**config.mk**
```make
export PLATFORM = sky130hd
export DESIGN_NAME = cir_codec_ctrl
export DESIGN_NICKNAME = d
export VERILOG_FILES = /design/src/include/cir_pkg.sv /design/src/include/cir_reg_if.sv /design/src/design/cir_line_sampler.sv /design/src/design/cir_reg_bank.sv /design/src/design/cir_codec_ctrl.sv
export VERILOG_INCLUDE_DIRS = /design/src /design/src/include
export SDC_FILE = /design/constraint.sdc
export NUM_CORES = 1
export LEC_CHECK = 0
export BUFFER_PORTS_ARGS = -buffer_cell sky130_fd_sc_hd__buf_4
export CORE_MARGIN = 5
export CORE_UTILIZATION = 30
export DETAILED_ROUTE_END_ITERATION = 8
export GPL_TIMING_DRIVEN = 0
export MAX_ROUTING_LAYER = met4
export PLACE_DENSITY = 0.46
export SYNTH_ARGS = -nofsm -noshare
export SYNTH_HDL_FRONTEND = slang
export SYNTH_SLANG_ARGS = --single-unit
```
**constraint.sdc**
```tcl
create_clock -name core_clk_in -period 2.61 [get_ports core_clk_in]
set_input_delay 0.1305 -clock core_clk_in [delete_from_list [all_inputs] [get_ports core_clk_in]]
set_output_delay 0.1305 -clock core_clk_in [all_outputs]
set_load 0.01 [all_outputs]
```
**src/include/cir_params.svh**
```systemverilog
/*
 constants of the codec two-wire control port: target address, register
 offsets, reset values, writable masks, field positions and timing.
 assumes it is included by bare name wherever a constant is needed.
*/
`ifndef CIR_PARAMS_SVH
`define CIR_PARAMS_SVH
// ----------------------------------------
// bus target address and counter limits
// ----------------------------------------
`define CIR_TARGET_ADDR 7'h12
`define CIR_NUM_REGS 6
`define CIR_WR_LAST 5'h05
`define CIR_RD_LAST 5'h0D
// ----------------------------------------
// register offsets
// ----------------------------------------
`define CIR_MUTE_AND_TIMING_RESET_CTRL 5'h00
`define CIR_CONVERTER_POWER_AND_PORT2_RATE 5'h01
`define CIR_SERIAL_FORMAT_CTRL 5'h02
`define CIR_DEEMPHASIS_CTRL 5'h03
`define CIR_PORT1_CLOCKING_CTRL 5'h04
`define CIR_INPUT_SELECT_AND_MUTE_TIME 5'h05
// ----------------------------------------
// reset values and writable bits
// ----------------------------------------
`define CIR_RST_VALUES {8'h10, 8'h00, 8'h50, 8'h0F, 8'h70, 8'h01}
`define CIR_WR_MASKS {8'h7F, 8'h77, 8'hF0, 8'h0F, 8'h77, 8'h07}
// ----------------------------------------
// field positions
// ----------------------------------------
`define CIR_B_TIMING_RESET_N 0
`define CIR_B_DAC1_UNMUTE 1
`define CIR_B_DAC2_UNMUTE 2
`define CIR_B_ADC_POWER_ON 4
`define CIR_B_DAC1_POWER_ON 5
`define CIR_B_DAC2_POWER_ON 6
`define CIR_B_PORT2_AUTO_RATE 2
`define CIR_B_PORT2_SPEED_HI 1
`define CIR_B_PORT2_SPEED_LO 0
// ----------------------------------------
// timing
// ----------------------------------------
`define CIR_CLK_MHZ 250
`define CIR_HOLD_NS 300
`define CIR_SCL_LOW_MIN_NS 1300
`endif

```
**src/include/cir_pkg.sv**
```systemverilog
/*
 types shared by the control port modules.
 assumes cir_params.svh is on the include path.
*/
`include "cir_params.svh"
package cir_pkg;
   // one control register
   typedef logic [7:0] cir_byte_t;
   // register address counter
   typedef logic [4:0] cir_addr_t;
   // whole bank, index 0 in the low byte
   typedef cir_byte_t [`CIR_NUM_REGS-1:0] cir_regfile_t;
   // serial engine states
   typedef enum logic [2:0] {
      CIR_IDLE, CIR_ADDR, CIR_REG, CIR_WDATA, CIR_TX, CIR_SKIP
   } cir_state_t;
endpackage : cir_pkg

```
**src/include/cir_reg_if.sv**
```systemverilog
/*
 carrier between the serial engine and the register bank.
 assumes one clock domain; the bank answers reads combinationally.
*/
`timescale 1ns/1ns
`default_nettype none
interface cir_reg_if;
   import cir_pkg::*;
   logic wr_en; // one-cycle write strobe
   cir_addr_t addr; // write and read address
   cir_byte_t wdata; // write data
   cir_byte_t rdata; // read data at addr
   cir_regfile_t regs; // current register contents
   modport engine (output wr_en, output addr, output wdata, input rdata, input regs);
   modport bank (input wr_en, input addr, input wdata, output rdata, output regs);
endinterface : cir_reg_if
`default_nettype wire

```
**src/design/cir_line_sampler.sv**
```systemverilog
/*
 samples the bus clock and data lines, flags start, stop, clock rise,
 and a clock fall delayed by the data hold time.
 assumes both lines arrive synchronous to core_clk_in.
*/
`timescale 1ns/1ns
`default_nettype none
module cir_line_sampler #(
   parameter int HOLD_CYC = 75
) (
   // clock and reset
   input wire logic core_clk_in,
   input wire logic rst_in,
   // bus lines
   input wire logic scl_in,
   input wire logic sda_in,
   // events
   output logic sda_bit_out,
   output logic scl_rise_out,
   output logic fall_dly_out,
   output logic start_out,
   output logic stop_out
);
   initial begin
      if (HOLD_CYC < 1 || HOLD_CYC > 255) $error("HOLD_CYC out of range");
   end
   logic scl_q, sda_q; // previous line levels
   logic [7:0] hold_cnt; // cycles left of data hold
   // ----------------------------------------
   // line history
   // ----------------------------------------
   always_ff @(posedge core_clk_in) begin
      if (rst_in) begin
         scl_q <= 1'b1;
         sda_q <= 1'b1;
      end else begin
         scl_q <= scl_in;
         sda_q <= sda_in;
      end
   end
   assign sda_bit_out = sda_in;
   assign scl_rise_out = scl_in & ~scl_q;
   assign start_out = scl_in & scl_q & sda_q & ~sda_in;
   assign stop_out = scl_in & scl_q & ~sda_q & sda_in;
   // ----------------------------------------
   // delayed fall keeps data changes inside clock low
   // ----------------------------------------
   always_ff @(posedge core_clk_in) begin
      if (rst_in) begin
         hold_cnt <= 8'h00;
      end else if (~scl_in & scl_q) begin
         hold_cnt <= 8'(HOLD_CYC);
      end else if (hold_cnt != 8'h00) begin
         hold_cnt <= hold_cnt - 8'h01;
      end
   end
   assign fall_dly_out = (hold_cnt == 8'h01) & ~scl_in;
endmodule : cir_line_sampler
`default_nettype wire

```
**src/design/cir_reg_bank.sv**
```systemverilog
/*
 six 8-bit control registers with fixed-zero bits and reset values.
 assumes writes come as one-cycle strobes from the serial engine.
*/
`timescale 1ns/1ns
`default_nettype none
`include "cir_params.svh"
module cir_reg_bank (
   // clock and reset
   input wire logic core_clk_in,
   input wire logic rst_in,
   // engine side
   cir_reg_if.bank rif
);
   import cir_pkg::*;
   localparam cir_regfile_t RST_V = `CIR_RST_VALUES;
   localparam cir_regfile_t WR_M = `CIR_WR_MASKS;
   cir_regfile_t regs_q; // register storage
   // ----------------------------------------
   // storage, defaults while reset or power-down
   // ----------------------------------------
   always_ff @(posedge core_clk_in) begin
      if (rst_in) begin
         regs_q <= RST_V;
      end else if (rif.wr_en && rif.addr < 5'(`CIR_NUM_REGS)) begin
         // fixed-zero bits stay zero; timing reset bit leaves others alone
         regs_q[rif.addr[2:0]] <= rif.wdata & WR_M[rif.addr[2:0]];
      end
   end
   // ----------------------------------------
   // read answer, unmapped reads as zero
   // ----------------------------------------
   always_comb begin
      if (rif.addr < 5'(`CIR_NUM_REGS)) begin
         rif.rdata = regs_q[rif.addr[2:0]];
      end else begin
         rif.rdata = 8'h00;
      end
   end
   assign rif.regs = regs_q;
endmodule : cir_reg_bank
`default_nettype wire

```
**src/design/cir_codec_ctrl.sv**
```systemverilog
/*
 two-wire control port target of an audio codec with its register bank
 and the control levels that the bank steers.
 assumes an external open-drain wire resolves sda from sda_oe_n_out and
 that all inputs are synchronous to core_clk_in.
*/
// Behaviour
// - start is data falling, clock high
// - stop is data rising, clock high
// - data changes only while clock low
// - first byte address 00100 10 plus direction
// - acknowledge own address in ninth clock
// - second byte register address, top three ignored
// - acknowledge and store each write byte
// - write counter wraps after 05H to 00H
// - read counter wraps after 0DH to 00H
// - current read uses last address plus one
// - release after byte, sample controller acknowledge
// - power-down pin low restores register defaults
// - timing reset bit keeps register contents
// - register 00H layout, default 01H
// - unmute needs both pin high and bit
// - register 01H layout, default 70H
// - manual mode uses port-2 speed bits
// - auto mode uses detected clock speed
// - power bits zero power converters down
// - works at 400 kHz bus clock
`timescale 1ns/1ns
`default_nettype none
`include "cir_params.svh"
module cir_codec_ctrl (
   // clock and reset
   input wire logic core_clk_in,
   input wire logic reset_in,
   input wire logic chip_powerdown_n_in,
   // two-wire bus
   input wire logic scl_in,
   input wire logic sda_in,
   output logic sda_out,
   output logic sda_oe_n_out,
   // mute pins and detected clock speed
   input wire logic dac1_mute_pin_n_in,
   input wire logic dac2_mute_pin_n_in,
   input wire logic [1:0] port2_detected_speed_in,
   // control levels
   output logic timing_reset_n_out,
   output logic dac1_unmute_out,
   output logic dac2_unmute_out,
   output logic dac1_power_on_out,
   output logic dac2_power_on_out,
   output logic adc_power_on_out,
   output logic port2_auto_rate_out,
   output logic [1:0] port2_speed_out,
   output logic [3:0] serial_format_out,
   output logic [3:0] deemphasis_out,
   output logic [6:0] port1_clocking_out,
   output logic [6:0] input_select_out
);
   import cir_pkg::*;
   // ----------------------------------------
   // timing constants
   // ----------------------------------------
   // data hold after clock fall, rounded up to whole cycles
   localparam int HOLD_CYC = (`CIR_HOLD_NS * `CIR_CLK_MHZ + 999) / 1000;
   // shortest clock low at 400 kHz, rounded down
   localparam int SCL_LOW_CYC = (`CIR_SCL_LOW_MIN_NS * `CIR_CLK_MHZ) / 1000;
   initial begin
      // hold must end well before the controller may raise the clock
      if (HOLD_CYC >= SCL_LOW_CYC) $error("hold exceeds clock low");
   end

   // ----------------------------------------
   // declarations
   // ----------------------------------------
   logic rst; // chip reset: reset input or power-down pin low
   logic sda_bit; // sampled data line
   logic scl_rise; // clock rising pulse
   logic fall_dly; // clock fall plus hold pulse
   logic start_ev; // start or repeated start
   logic stop_ev; // stop
   cir_state_t state; // engine state
   logic [3:0] bit_cnt; // clock rises in this byte
   logic in_ack; // own acknowledge being driven
   logic [7:0] shift_q; // received byte
   logic [7:0] tx_q; // byte being sent
   cir_addr_t addr_cnt; // register address counter
   logic ack_seen; // controller acknowledged last byte
   logic wr_en; // write strobe
   cir_byte_t wdata; // write data

   cir_reg_if rif ();

   // ----------------------------------------
   // address counter steps
   // ----------------------------------------
   function automatic cir_addr_t next_wr_addr(input cir_addr_t a);
      // wraps past the last writable register
      next_wr_addr = (a >= `CIR_WR_LAST) ? 5'h00 : a + 5'h01;
   endfunction : next_wr_addr

   function automatic cir_addr_t next_rd_addr(input cir_addr_t a);
      // wraps past the last readable address
      next_rd_addr = (a >= `CIR_RD_LAST) ? 5'h00 : a + 5'h01;
   endfunction : next_rd_addr

   // ----------------------------------------
   // submodules
   // ----------------------------------------
   assign rst = reset_in | ~chip_powerdown_n_in;

   cir_line_sampler #(
      .HOLD_CYC(HOLD_CYC)
   ) u_sampler (
      .core_clk_in(core_clk_in),
      .rst_in(rst),
      .scl_in(scl_in),
      .sda_in(sda_in),
      .sda_bit_out(sda_bit),
      .scl_rise_out(scl_rise),
      .fall_dly_out(fall_dly),
      .start_out(start_ev),
      .stop_out(stop_ev)
   );

   cir_reg_bank u_bank (
      .core_clk_in(core_clk_in),
      .rst_in(rst),
      .rif(rif.bank)
   );

   assign rif.wr_en = wr_en;
   assign rif.addr = addr_cnt;
   assign rif.wdata = wdata;

   // ----------------------------------------
   // serial engine state
   // ----------------------------------------
   always_ff @(posedge core_clk_in) begin
      if (rst) begin
         state <= CIR_IDLE;
         in_ack <= 1'b0;
      end else if (start_ev) begin
         state <= CIR_ADDR;
         in_ack <= 1'b0;
      end else if (stop_ev) begin
         state <= CIR_IDLE;
         in_ack <= 1'b0;
      end else if (fall_dly) begin
         unique case (state)
            CIR_ADDR, CIR_REG, CIR_WDATA: begin
               if (in_ack) begin
                  // acknowledge slot over, pick the next phase
                  in_ack <= 1'b0;
                  if (state == CIR_ADDR) begin
                     state <= shift_q[0] ? CIR_TX : CIR_REG;
                  end else begin
                     state <= CIR_WDATA;
                  end
               end else if (bit_cnt == 4'h8) begin
                  if (state != CIR_ADDR || shift_q[7:1] == `CIR_TARGET_ADDR) begin
                     in_ack <= 1'b1;
                  end else begin
                     state <= CIR_SKIP;
                  end
               end
            end
            CIR_TX: begin
               // no acknowledge: stay off the bus until stop or start
               if (bit_cnt == 4'h9 && !ack_seen) begin
                  state <= CIR_SKIP;
               end
            end
            CIR_IDLE, CIR_SKIP: begin
               state <= state;
            end
         endcase
      end
   end

   // ----------------------------------------
   // bit counter and receive shifter
   // ----------------------------------------
   always_ff @(posedge core_clk_in) begin
      if (rst || start_ev || stop_ev) begin
         bit_cnt <= 4'h0;
         shift_q <= 8'h00;
      end else if (scl_rise && bit_cnt < 4'h9) begin
         bit_cnt <= bit_cnt + 4'h1;
         if (bit_cnt < 4'h8) begin
            shift_q <= {shift_q[6:0], sda_bit};
         end
      end else if (fall_dly && in_ack) begin
         bit_cnt <= 4'h0;
      end else if (fall_dly && state == CIR_TX && bit_cnt == 4'h9) begin
         bit_cnt <= 4'h0;
      end
   end

   // ----------------------------------------
   // controller acknowledge sample
   // ----------------------------------------
   always_ff @(posedge core_clk_in) begin
      if (rst) begin
         ack_seen <= 1'b0;
      end else if (scl_rise && state == CIR_TX && bit_cnt == 4'h8) begin
         ack_seen <= ~sda_bit;
      end
   end

   // ----------------------------------------
   // address counter and write strobe
   // ----------------------------------------
   always_ff @(posedge core_clk_in) begin
      if (rst) begin
         addr_cnt <= 5'h00;
         wr_en <= 1'b0;
         wdata <= 8'h00;
      end else begin
         wr_en <= 1'b0;
         if (fall_dly && !in_ack && bit_cnt == 4'h8) begin
            if (state == CIR_REG) begin
               addr_cnt <= shift_q[4:0];
            end else if (state == CIR_WDATA) begin
               wr_en <= 1'b1;
               wdata <= shift_q;
            end
         end
         if (wr_en) begin
            addr_cnt <= next_wr_addr(addr_cnt);
         end
         if (tx_load()) begin
            addr_cnt <= next_rd_addr(addr_cnt);
         end
      end
   end

   // a new byte is loaded when a read begins or is acknowledged
   function automatic logic tx_load();
      tx_load = fall_dly && ((state == CIR_ADDR && in_ack && shift_q[0]) ||
                (state == CIR_TX && bit_cnt == 4'h9 && ack_seen));
   endfunction : tx_load

   // ----------------------------------------
   // transmit shifter
   // ----------------------------------------
   always_ff @(posedge core_clk_in) begin
      if (rst) begin
         tx_q <= 8'hFF;
      end else if (tx_load()) begin
         tx_q <= rif.rdata;
      end else if (fall_dly && state == CIR_TX && bit_cnt < 4'h8) begin
         tx_q <= {tx_q[6:0], 1'b1};
      end
   end

   // ----------------------------------------
   // data line drive, set after the delayed fall, released at reset, start or stop
   // ----------------------------------------
   always_ff @(posedge core_clk_in) begin
      if (rst || start_ev || stop_ev) begin
         sda_oe_n_out <= 1'b1;
      end else if (fall_dly) begin
         if (tx_load()) begin
            sda_oe_n_out <= rif.rdata[7];
         end else if (state == CIR_TX && bit_cnt > 4'h0 && bit_cnt < 4'h8) begin
            sda_oe_n_out <= tx_q[6];
         end else if (!in_ack && bit_cnt == 4'h8 && state != CIR_TX &&
                      (state != CIR_ADDR || shift_q[7:1] == `CIR_TARGET_ADDR) &&
                      state != CIR_IDLE && state != CIR_SKIP) begin
            sda_oe_n_out <= 1'b0;
         end else begin
            sda_oe_n_out <= 1'b1;
         end
      end
   end

   // open-drain: only ever pulls low
   always_ff @(posedge core_clk_in) begin
      sda_out <= 1'b0;
   end

   // ----------------------------------------
   // control levels from the register bank
   // ----------------------------------------
   always_ff @(posedge core_clk_in) begin
      if (rst) begin
         timing_reset_n_out <= 1'b1;
         dac1_unmute_out <= 1'b0;
         dac2_unmute_out <= 1'b0;
         dac1_power_on_out <= 1'b1;
         dac2_power_on_out <= 1'b1;
         adc_power_on_out <= 1'b1;
         port2_auto_rate_out <= 1'b0;
         port2_speed_out <= 2'h0;
         serial_format_out <= 4'hF;
         deemphasis_out <= 4'h5;
         port1_clocking_out <= 7'h00;
         input_select_out <= 7'h10;
      end else begin
         timing_reset_n_out <= rif.regs[0][`CIR_B_TIMING_RESET_N];
         dac1_unmute_out <= dac1_mute_pin_n_in & rif.regs[0][`CIR_B_DAC1_UNMUTE];
         dac2_unmute_out <= dac2_mute_pin_n_in & rif.regs[0][`CIR_B_DAC2_UNMUTE];
         dac1_power_on_out <= rif.regs[1][`CIR_B_DAC1_POWER_ON];
         dac2_power_on_out <= rif.regs[1][`CIR_B_DAC2_POWER_ON];
         adc_power_on_out <= rif.regs[1][`CIR_B_ADC_POWER_ON];
         port2_auto_rate_out <= rif.regs[1][`CIR_B_PORT2_AUTO_RATE];
         if (rif.regs[1][`CIR_B_PORT2_AUTO_RATE]) begin
            port2_speed_out <= port2_detected_speed_in;
         end else begin
            port2_speed_out <= rif.regs[1][`CIR_B_PORT2_SPEED_HI:`CIR_B_PORT2_SPEED_LO];
         end
         serial_format_out <= rif.regs[2][3:0];
         deemphasis_out <= rif.regs[3][7:4];
         port1_clocking_out <= rif.regs[4][6:0];
         input_select_out <= rif.regs[5][6:0];
      end
   end
endmodule : cir_codec_ctrl
`default_nettype wire

```
# After elaboration in Yosys (flattened, before gate mapping)
# Memory sizes are Yosys's and may differ from the RTL's. A register that Yosys moved wholly into a read port is not among the register bits.
# Index checks and enable logic that the tools add are counted.
word_totals:
  ff_bits: 128
  in_bits: 9
  n_memories: 1
  output_inout_bits: 33
  romBits: 64
  word_cells: 174
mem_list:
  columns: ["name", "words", "width", "rd", "rd_clocked_by_memory_dff", "write_ports", "line", "source"]
  rows:
  - ["(no name shown)", 8, 8, 1, 1, 0, "cir_reg_bank.sv:27", "regs_q[rif.addr[2:0]] <= rif.wdata & WR_M[rif.addr[2:0]];"]
op_classes:
  n_bitwise: 20
  addsub: 3
  n_lt_le_gt_ge: 8
  n_reduce_logical: 50
  n_eq_ne: 19
  mux: 40
ops:
  columns: ["operator", "count"]
  rows:
  - ["$bwmux W48", 1]
  - ["$mux W8", 4]
  - ["$mux W5", 6]
  - ["$mux W7", 4]
  - ["$bmux W8 S3", 1]
  - ["$demux W8 S3", 1]
  - ["$logic_and A1 B1 Y1", 24]
  - ["$mux W3", 8]
  - ["$ne A3 B3 Y1 const B", 5]
  - ["$reduce_bool A3 Y1", 5]
  - ["$mux W4", 3]
  - ["$and A1 B1 Y1", 10]
  - ["$mux W1", 10]
  - ["$ne A5 B5 Y1 const B", 2]
  - ["$reduce_and A5 Y1", 2]
  - ["$reduce_or A3 Y1", 3]
  - ["$and A8 B8 Y8", 1]
  - ["$eq A4 B4 Y1 const B", 2]
  - ["$eq A8 B1 Y1 const B", 1]
  - ["$lt A4 B4 Y1 const B", 2]
  - ["$not A1 Y1", 8]
  - ["$reduce_bool A8 Y1", 1]
  - ["$sub A8 B1 Y8 const B", 1]
  - ["$eq A7 B5 Y1 const B", 1]
  - ["24 further kinds", 34]

# Depth between registers and ports, before layout
# Gate-level depths: netlist (run 1).
logic_depth:
  ltp_word: 9
  depth_mapped: 10
  ltp_nobuf: 9

# By module
# Synthesis (run 1) repeated with hierarchy kept, for this count alone.
unflattened:
  cells_unflattened: 574
  area_unflattened_um2: 5607.9
by_module_without_submodules:
  columns: ["mod", "seq_area_each_um2", "area_each_um2", "n_inst", "cells_each"]
  rows:
  - ["cir_codec_ctrl", 1401.3, 2864.0, 1, 302]
  - ["cir_reg_bank", 960.9, 2198.4, 1, 213]
  - ["cir_line_sampler", 200.2, 545.5, 1, 59]

# Worst setup path after synthesis (run 1)
# No wires, ideal clock.
synth_path:
  kind: "flip-flop to flip-flop"
  start: "reg addr_cnt[1]"
  end: "reg (tool-made name)"
  slack_ns: 0.477
  synth_period_minus_slack_ns: 2.133
  required_ns: 2.539
  arrival_ns: 2.063
  path_stages_with_launch: 10
  setup_time_ns: 0.071
  path_buffers: 0
  path_cell_list: "dfxtp_1 > clkinv_1 > ha_1 > o21ai_0 > nor4b_1 > o21ai_0 > o2111ai_1 > o211ai_1 > or2_1 > a21oi_1"
synth_rtl:
  columns: ["element", "line", "source"]
  rows:
  - ["start, declared", "cir_codec_ctrl.sv:86", "cir_addr_t addr_cnt;"]
  - ["start signal, assigned", "cir_codec_ctrl.sv:222", "addr_cnt <= shift_q[4:0];"]
  - ["start signal, assigned", "cir_codec_ctrl.sv:229", "addr_cnt <= next_wr_addr(addr_cnt);"]
  - ["start signal, assigned", "cir_codec_ctrl.sv:232", "addr_cnt <= next_rd_addr(addr_cnt);"]

==> results.md, run 1 <==
- Status: finished clean
- Final Core Density: 0.380
- Fmax achieved: 408 MHz
- Worst path max stage delay: between 300 and 400 ps
- Vias per cell: 5.04
- Post-route clock period utilization: 0.940
- First-pass GRT wire length: around 25000 um
- Data required time at the worst endpoint: between 2000 and 3000 ps
- Total CTS buffers: 17
- Clock sink total: around 130
- Internal reg-to-reg setup slack: 160 ps
- Nets: slightly above 700
- CTS max path bufs: 2
- WHS Path Cells: 4
- Number of synthesized register bits: between 100 and 150
- Root Driver: clkbuf_16
- # fillers: 1880
- Hold WS: around 160 ps
- Die span in x: 146 um
- Pre-CTS WS: -75.7 ps
- WL final: between 15000 and 20000 um
- Worst vdd ir: 0.000456 V
- Critical path type: register to register
- PortBufs: 40
- Fin crit period: between 2000 and 2500 ps
- Total Power: between 4 and 5 mW
- Skew final: between 10 and 15 ps
- GRT Util Overall: 0.155
- Vias: 4767
- Worst path bufs/invs: 2
- Final Setup Violations: 0
- Layout cells sized above 1: 0.141
- Pin count of the biggest net entering global routing: 17
- Area of the multi-input gates: approximately 0.0028 mm2
- FF/Latch Area: 0.00264 mm2
- Initial drt markers: roughly 460
- Number of failing hold endpoints at the final stage: 0
- FFs w/ async S/R, synth: 0
- Final Cell Area: ~0.0069 mm2
- Avg WL per Cell: 16.9 um
- Initial antenna violation count: 0
- Yosys warns: 0
- Share of the synthesized area in the top cell type: 0.475
- Routability Congestion: 0.894
- Worst setup EP type: register
- Sequential fraction of the synthesis area: 0.475
- Least-Margin Pin Slew: 690 ps
- Mapped cell area: between 0.005 and 0.006 mm2
- RSZ-0062 raised after global routing: no
- Power per cell area: slightly below 700 mW/mm2
- RR Startpoint: u_sampler.hold_cnt[1]
- Syn Area/Cell: a little under 9 um2
- Num ports: between 40 and 50
- Layout overhead on the synthesized area: 23.9%
- Core Area: around 0.018 mm2
- CTS tree: built
- Clock slew at reported path FFs: approximately 60 ps
- Hold/Removal Path Class: input port to register
- Chip Height: 146 um
- Dominant cells by area after synthesis: dfxtp_1, nor2_1, a21oi_1, mux2i_1, nand2_1
- Setup TNS: 0 ps
- Ys flop type: dfxtp_1
- Site Rows: 49
- FF-to-FF path depth: 10
- Hold path start: reset_in
- Vias in the first global route: 4543
- CP Cell Sequence: inv_1 > ha_1 > nor4b_2 > and2_1 > buf_4 > a21oi_2 > mux2i_1 > o211ai_1 > nand3_1 > or2_1
- DRT Pass-1 Iters: 5
- Cell taking the most area after synthesis: dfxtp_1
- Die ar.: 0.0214 mm2
- CP startpoint kind: register
- Antenna Nets Post-Route: 0
- Hpwl dp: between 10000 and 15000 um
- Final Max Slew Viols: 0
- P_leak: 2.56 nW
- Commonest cells in the netlist: dfxtp_1, nor2_1, a21oi_1
- H-tree levels: 4
- Post-Place Cell Area: between 0.006 and 0.007 mm2
- Max_slew headroom: 0.540
- Count leader, synth: dfxtp_1
- Arr. time, crit path: between 2000 and 3000 ps
- Max cap viols: 0
- Syn Inst Count: 637
- DRC violations left: 0
- Mapped Nets: roughly 650
- Finished Layout Cells: 946
- Ant diodes: 0
- Number of synthesized flops with an enable pin: 0
- Netlist cell types: 61
- CP max stage cell: dfxtp_1
- Inst Count DP: about 900
- Clock Latency Late Sink: roughly 420 ps
- GR Overflow Total: 0
- Worst Setup Slack, final: 156 ps
- Delay-heaviest family, CP: simple AND/OR/NAND/NOR gates
- Starting Density: 0.307
- Worst Path Max Fanout: 10
## where the power goes
group	switching, mW	leakage, nW	internal [mW]	total [mW]
Combinational	0.109	1.20	0.0697	0.178
Clock	0.924	0.293	1.54	2.46
Sequential	0.0139	1.07	2.03	2.04
Total	1.05	2.56	3.63	4.68
## logic make-up (layout without fill, tap and decap cells)
kind of cell / count (synthesis) / in the layout / synth area share
buffers and inverters: 51 / 131 / 0.0369
adder cells (fa/ha/maj): 8 / 8 / 0.0180
AO/OA/AOI/OAI: 148 / 148 / 0.169
AND/OR/NAND/NOR: 263 / 263 / 0.232
multiplexers: 26 / 26 / 0.0569
flip-flops: 132 / 132 / 0.475
other: 1 / 1 / 0.000674
XOR/XNOR: 8 / 8 / 0.0126
## routing by layer
| metal | vias up | share of wire | global-route usage |
|---|---|---|---|
| li1 | 2375 | - | - |
| met1 | 2252 | 0.49 | 0.208 |
| met2 | 122 | 0.45 | 0.227 |
| met3 | 18 | 0.048 | 0.0390 |
| met4 | 0 | 0.017 | 0.0574 |
| met5 | - | 0 | - |
## sequential cells by signal (all words and copies together), names as in the netlist, 3 cells and up, named ones only
register,cells
addr_cnt,5
bit_cnt,4
deemphasis_out,4
input_select_out,7
port1_clocking_out,7
rif.wdata,8
serial_format_out,4
shift_q,8
state,3
tx_q,7
u_bank.rif.regs,48
u_sampler.hold_cnt,8
## worst max path at each step
stage	from	end	slack (ps)	cells past startpoint
floorplan	addr_cnt[1]	register	480	9
global placement	addr_cnt[1]	register	-5	9
detailed placement	addr_cnt[1]	register	-80	9
CTS	u_sampler.hold_cnt[1]	register	80	10
global route	u_sampler.hold_cnt[1]	register	20	10
finish	u_sampler.hold_cnt[1]	register	160	10
## tightest hold or removal path: cells and delay by family
family	cells	cell delay [ps]
buffers and inverters	1	80
and+or+nand+nor	3	310
## final cells by class
type                       instances  area share
buffer                            36      0.0216
clock buffer                      18      0.0637
clock inverter                    14      0.0254
inverter                          14     0.00816
multi-input combinational        454       0.401
sequential                       132       0.383
tap                              229      0.0415
timing repair buffer              49      0.0555
## placed cells by master, fill, tap and decap left out, drive strengths merged, types with 18 or more instances in the layout
cell type | netlist | final
a21oi | 67 | 67
and2 | 18 | 18
buf | 8 | 51
clkbuf | 29 | 46
dfxtp | 132 | 132
mux2i | 20 | 20
nand2 | 53 | 53
nand2b | 28 | 28
nor2 | 103 | 103
o21ai | 22 | 22
## what timing repair did
item / in CTS / in global routing
hold buffers: 6 / 0
gates resized for setup: 1 / 7
buffers inserted: 0 / 3
hold endpoints to repair: 7 / 0
endpoints found under the setup margin: 2 / 16
Note: power is estimated with default switching activity, not from simulation.
==> inputs of run 2 (changes only) <==
==> constraint.sdc (replaced) <==
create_clock -name core_clk_in -period 2.61 [get_ports core_clk_in]
set_input_delay 0.522 -clock core_clk_in [delete_from_list [all_inputs] [get_ports core_clk_in]]
set_output_delay 0.522 -clock core_clk_in [all_outputs]
set_load 0.01 [all_outputs]
==> run 2 against run 1 <==
Routed wire length barely moved. Combinational power decreased by 3%. Fmax is 0.12% lower. Setup slack worse by 2.9 ps. Largest power group unchanged.
==> results.md, run 2 (synthesis results as in run 1) <==
- Core Area: 0.0181 mm2 (unchanged)
- Post-route clock period utilization: 0.941 (was 0.940)
- P_int: 3.63 mW (about the same)
- Critical path type: register to register (unchanged)
- Vias: 4754 (was 4767)
- Status: finished clean (unchanged)
- PortBufs: 40 (unchanged)
- Internal reg-to-reg setup slack: 150 ps (was 160 ps)
- Max cap viols: 0 (unchanged)
- Site Rows: 49 (unchanged)
- Worst Path Max Fanout: 10 (unchanged)
- Delay-heaviest family, CP: simple AND/OR/NAND/NOR gates (unchanged)
- Initial drt markers: 457 (was 461)
- Hold path start: dac1_mute_pin_n_in (was reset_in)
- First-pass GRT wire length: 25300 um (was 25400 um)
- Worst setup EP type: register (unchanged)
- P_leak: 2.53 nW (was 2.56 nW)
- CP Cell Sequence: inv_1 > ha_1 > nor4b_2 > and2_1 > buf_4 > a21oi_2 > mux2i_1 > o211ai_1 > nand3_1 > or2_1 (unchanged)
- Hold WS: 343 ps (was 159 ps)
- Num ports: 42 (unchanged)
- Antenna Nets Post-Route: 0 (unchanged)
- Worst vdd ir: 0.000458 V (was 0.000456 V)
- Clock slew at reported path FFs: 60 ps (about the same)
- DRC violations left: 0 (unchanged)
- Net switching power: 1.05 mW (about the same)
- Data required time at the worst endpoint: 2910 ps (about the same)
- Routability Congestion: 0.894 (unchanged)
- Number of failing hold endpoints at the final stage: 0 (unchanged)
- Initial antenna violation count: 0 (unchanged)
- Worst path bufs/invs: 2 (unchanged)
- Skew final: 10.7 ps (was 10.5 ps)
- Flop pwr share: 0.436 (about the same)
- Hold/Removal Path Class: input port to register (unchanged)
- Clk pwr share: 0.527 (was 0.526)
- Chip Height: 146 um (unchanged)
- Vias in the first global route: 4519 (was 4543)
- Least-Margin Pin Slew: 714 ps (was 690 ps)
- Nets: 715 (was 721)
- Root Driver: clkbuf_16 (unchanged)
- Layout overhead on the synthesized area: 22.8% (was 23.9%)
- # fillers: 1881 (was 1880)
- CTS max path bufs: 2 (unchanged)
- Final Setup Violations: 0 (unchanged)
- Most common cell after layout, fill and taps aside: dfxtp_1 (unchanged)
- Die span in x: 146 um (unchanged)
- Final Core Density: 0.377 (was 0.380)
- Pin count of the biggest net entering global routing: 17 (unchanged)
- Final Max Slew Viols: 0 (unchanged)
- Total Power: 4.68 mW (about the same)
- Vias per cell: 5.06 (was 5.04)
- Starting Density: 0.307 (unchanged)
- Max reg flops: 48 (unchanged)
- Arr. time, crit path: 2760 ps (about the same)
- CP max stage cell: dfxtp_1 (unchanged)
- Fin crit period: 2460 ps (was 2450 ps)
- Worst path max stage delay: 340 ps (about the same)
- Power per cell area: 684 mW/mm2 (was 678 mW/mm2)
- Total CTS buffers: 17 (unchanged)
- # hold bufs at CTS: 0 (was 6)
- CTS tree: built (unchanged)
- Commonest cells after routing, fill and taps aside: dfxtp_1, nor2_1, a21oi_1 (unchanged)
- Max_slew headroom: 0.524 (was 0.540)
- Setup TNS: 0 ps (unchanged)
- Hpwl dp: 11700 um (unchanged)
- Die ar.: 0.0214 mm2 (unchanged)
- WHS Path Cells: 2 (was 4)
- Net Sw Frac: 0.225 (was 0.224)
- WL final: 16000 um (about the same)
- RSZ-0062 raised after global routing: no (unchanged)
- Avg WL per Cell: 17.0 um (was 16.9 um)
- H-tree levels: 4 (unchanged)
- Share of total power in combinational logic: 0.037 (was 0.038)
- CP startpoint kind: register (unchanged)
- Ant diodes: 0 (unchanged)
- Layout cells sized above 1: 0.142 (was 0.141)
- Clock sink total: 132 (unchanged)
- FF-to-FF path depth: 10 (unchanged)
- GR Overflow Total: 0 (unchanged)
- Min-Delay Endpoint: dac1_unmute_out
- DRT Pass-1 Iters: 5 (unchanged)
- RR Startpoint: u_sampler.hold_cnt[1] (unchanged)
- GRT Util Overall: 0.155 (about the same)
- Fmax achieved: 407 MHz (was 408 MHz)
- Clock Latency Late Sink: 420 ps (about the same)
==> run 2: how the worst max path moves through the flow <==
stage	from	endpoint	slack (ps)	depth (start not counted)
after global placement	addr_cnt[1]	register	-5	9
after CTS	u_sampler.hold_cnt[1]	register	80	10
final	u_sampler.hold_cnt[1]	register	150	10
after floorplan	addr_cnt[1]	register	480	9
after detailed placement	addr_cnt[1]	register	-80	9
after global routing	u_sampler.hold_cnt[1]	register	20	10
==> run 2: cell type report <==
type | instances | area (um2) | area share
inverters | 14 | 56.3 | 0.00823
multi-input cells | 454 | 2770 | 0.405
flip-flops and latches | 132 | 2640 | 0.386
repair buffers | 43 | 323 | 0.0472
plain buffers | 36 | 149 | 0.0218
clock inverters | 14 | 175 | 0.0256
well taps | 229 | 287 | 0.0419
clock buffers | 18 | 439 | 0.0642
==> run 2: what timing repair did <==
item	4_1_cts	5_1_grt
gates resized for setup	1	7
setup buffers	0	3
setup endpoints to repair	2	16
==> run 2: power by group through the flow <==
stage,Combinational [mW],Sequential [mW],Clock [mW]
after floorplan,0.120,2.08,0
after global placement,0.168,2.08,0
after detailed placement,0.172,2.08,0
after CTS,0.173,2.04,2.52
after global routing,0.191,2.04,2.62
final,0.172,2.04,2.46
==> run 2: metrics by stage <==
stage | cells | cell area (um2) | setup slack, ps
2_1_floorplan | 637 | 5570 | 477
4_1_cts | 938 | 6780 | 83.2
5_1_grt | 940 | 6840 | 23.5
3_3_place_gp | 906 | 6150 | -4.94
6_report | 940 | 6840 | 153
3_5_place_dp | 906 | 6150 | -75.7
==> run 2: per-layer routing <==
layer	share of wire	GRT usage	up-vias
li1	-	-	2361
met1	0.49	0.208	2256
met2	0.45	0.226	117
met3	0.050	0.0390	20
met4	0.017	0.0574	0
met5	0	-	-
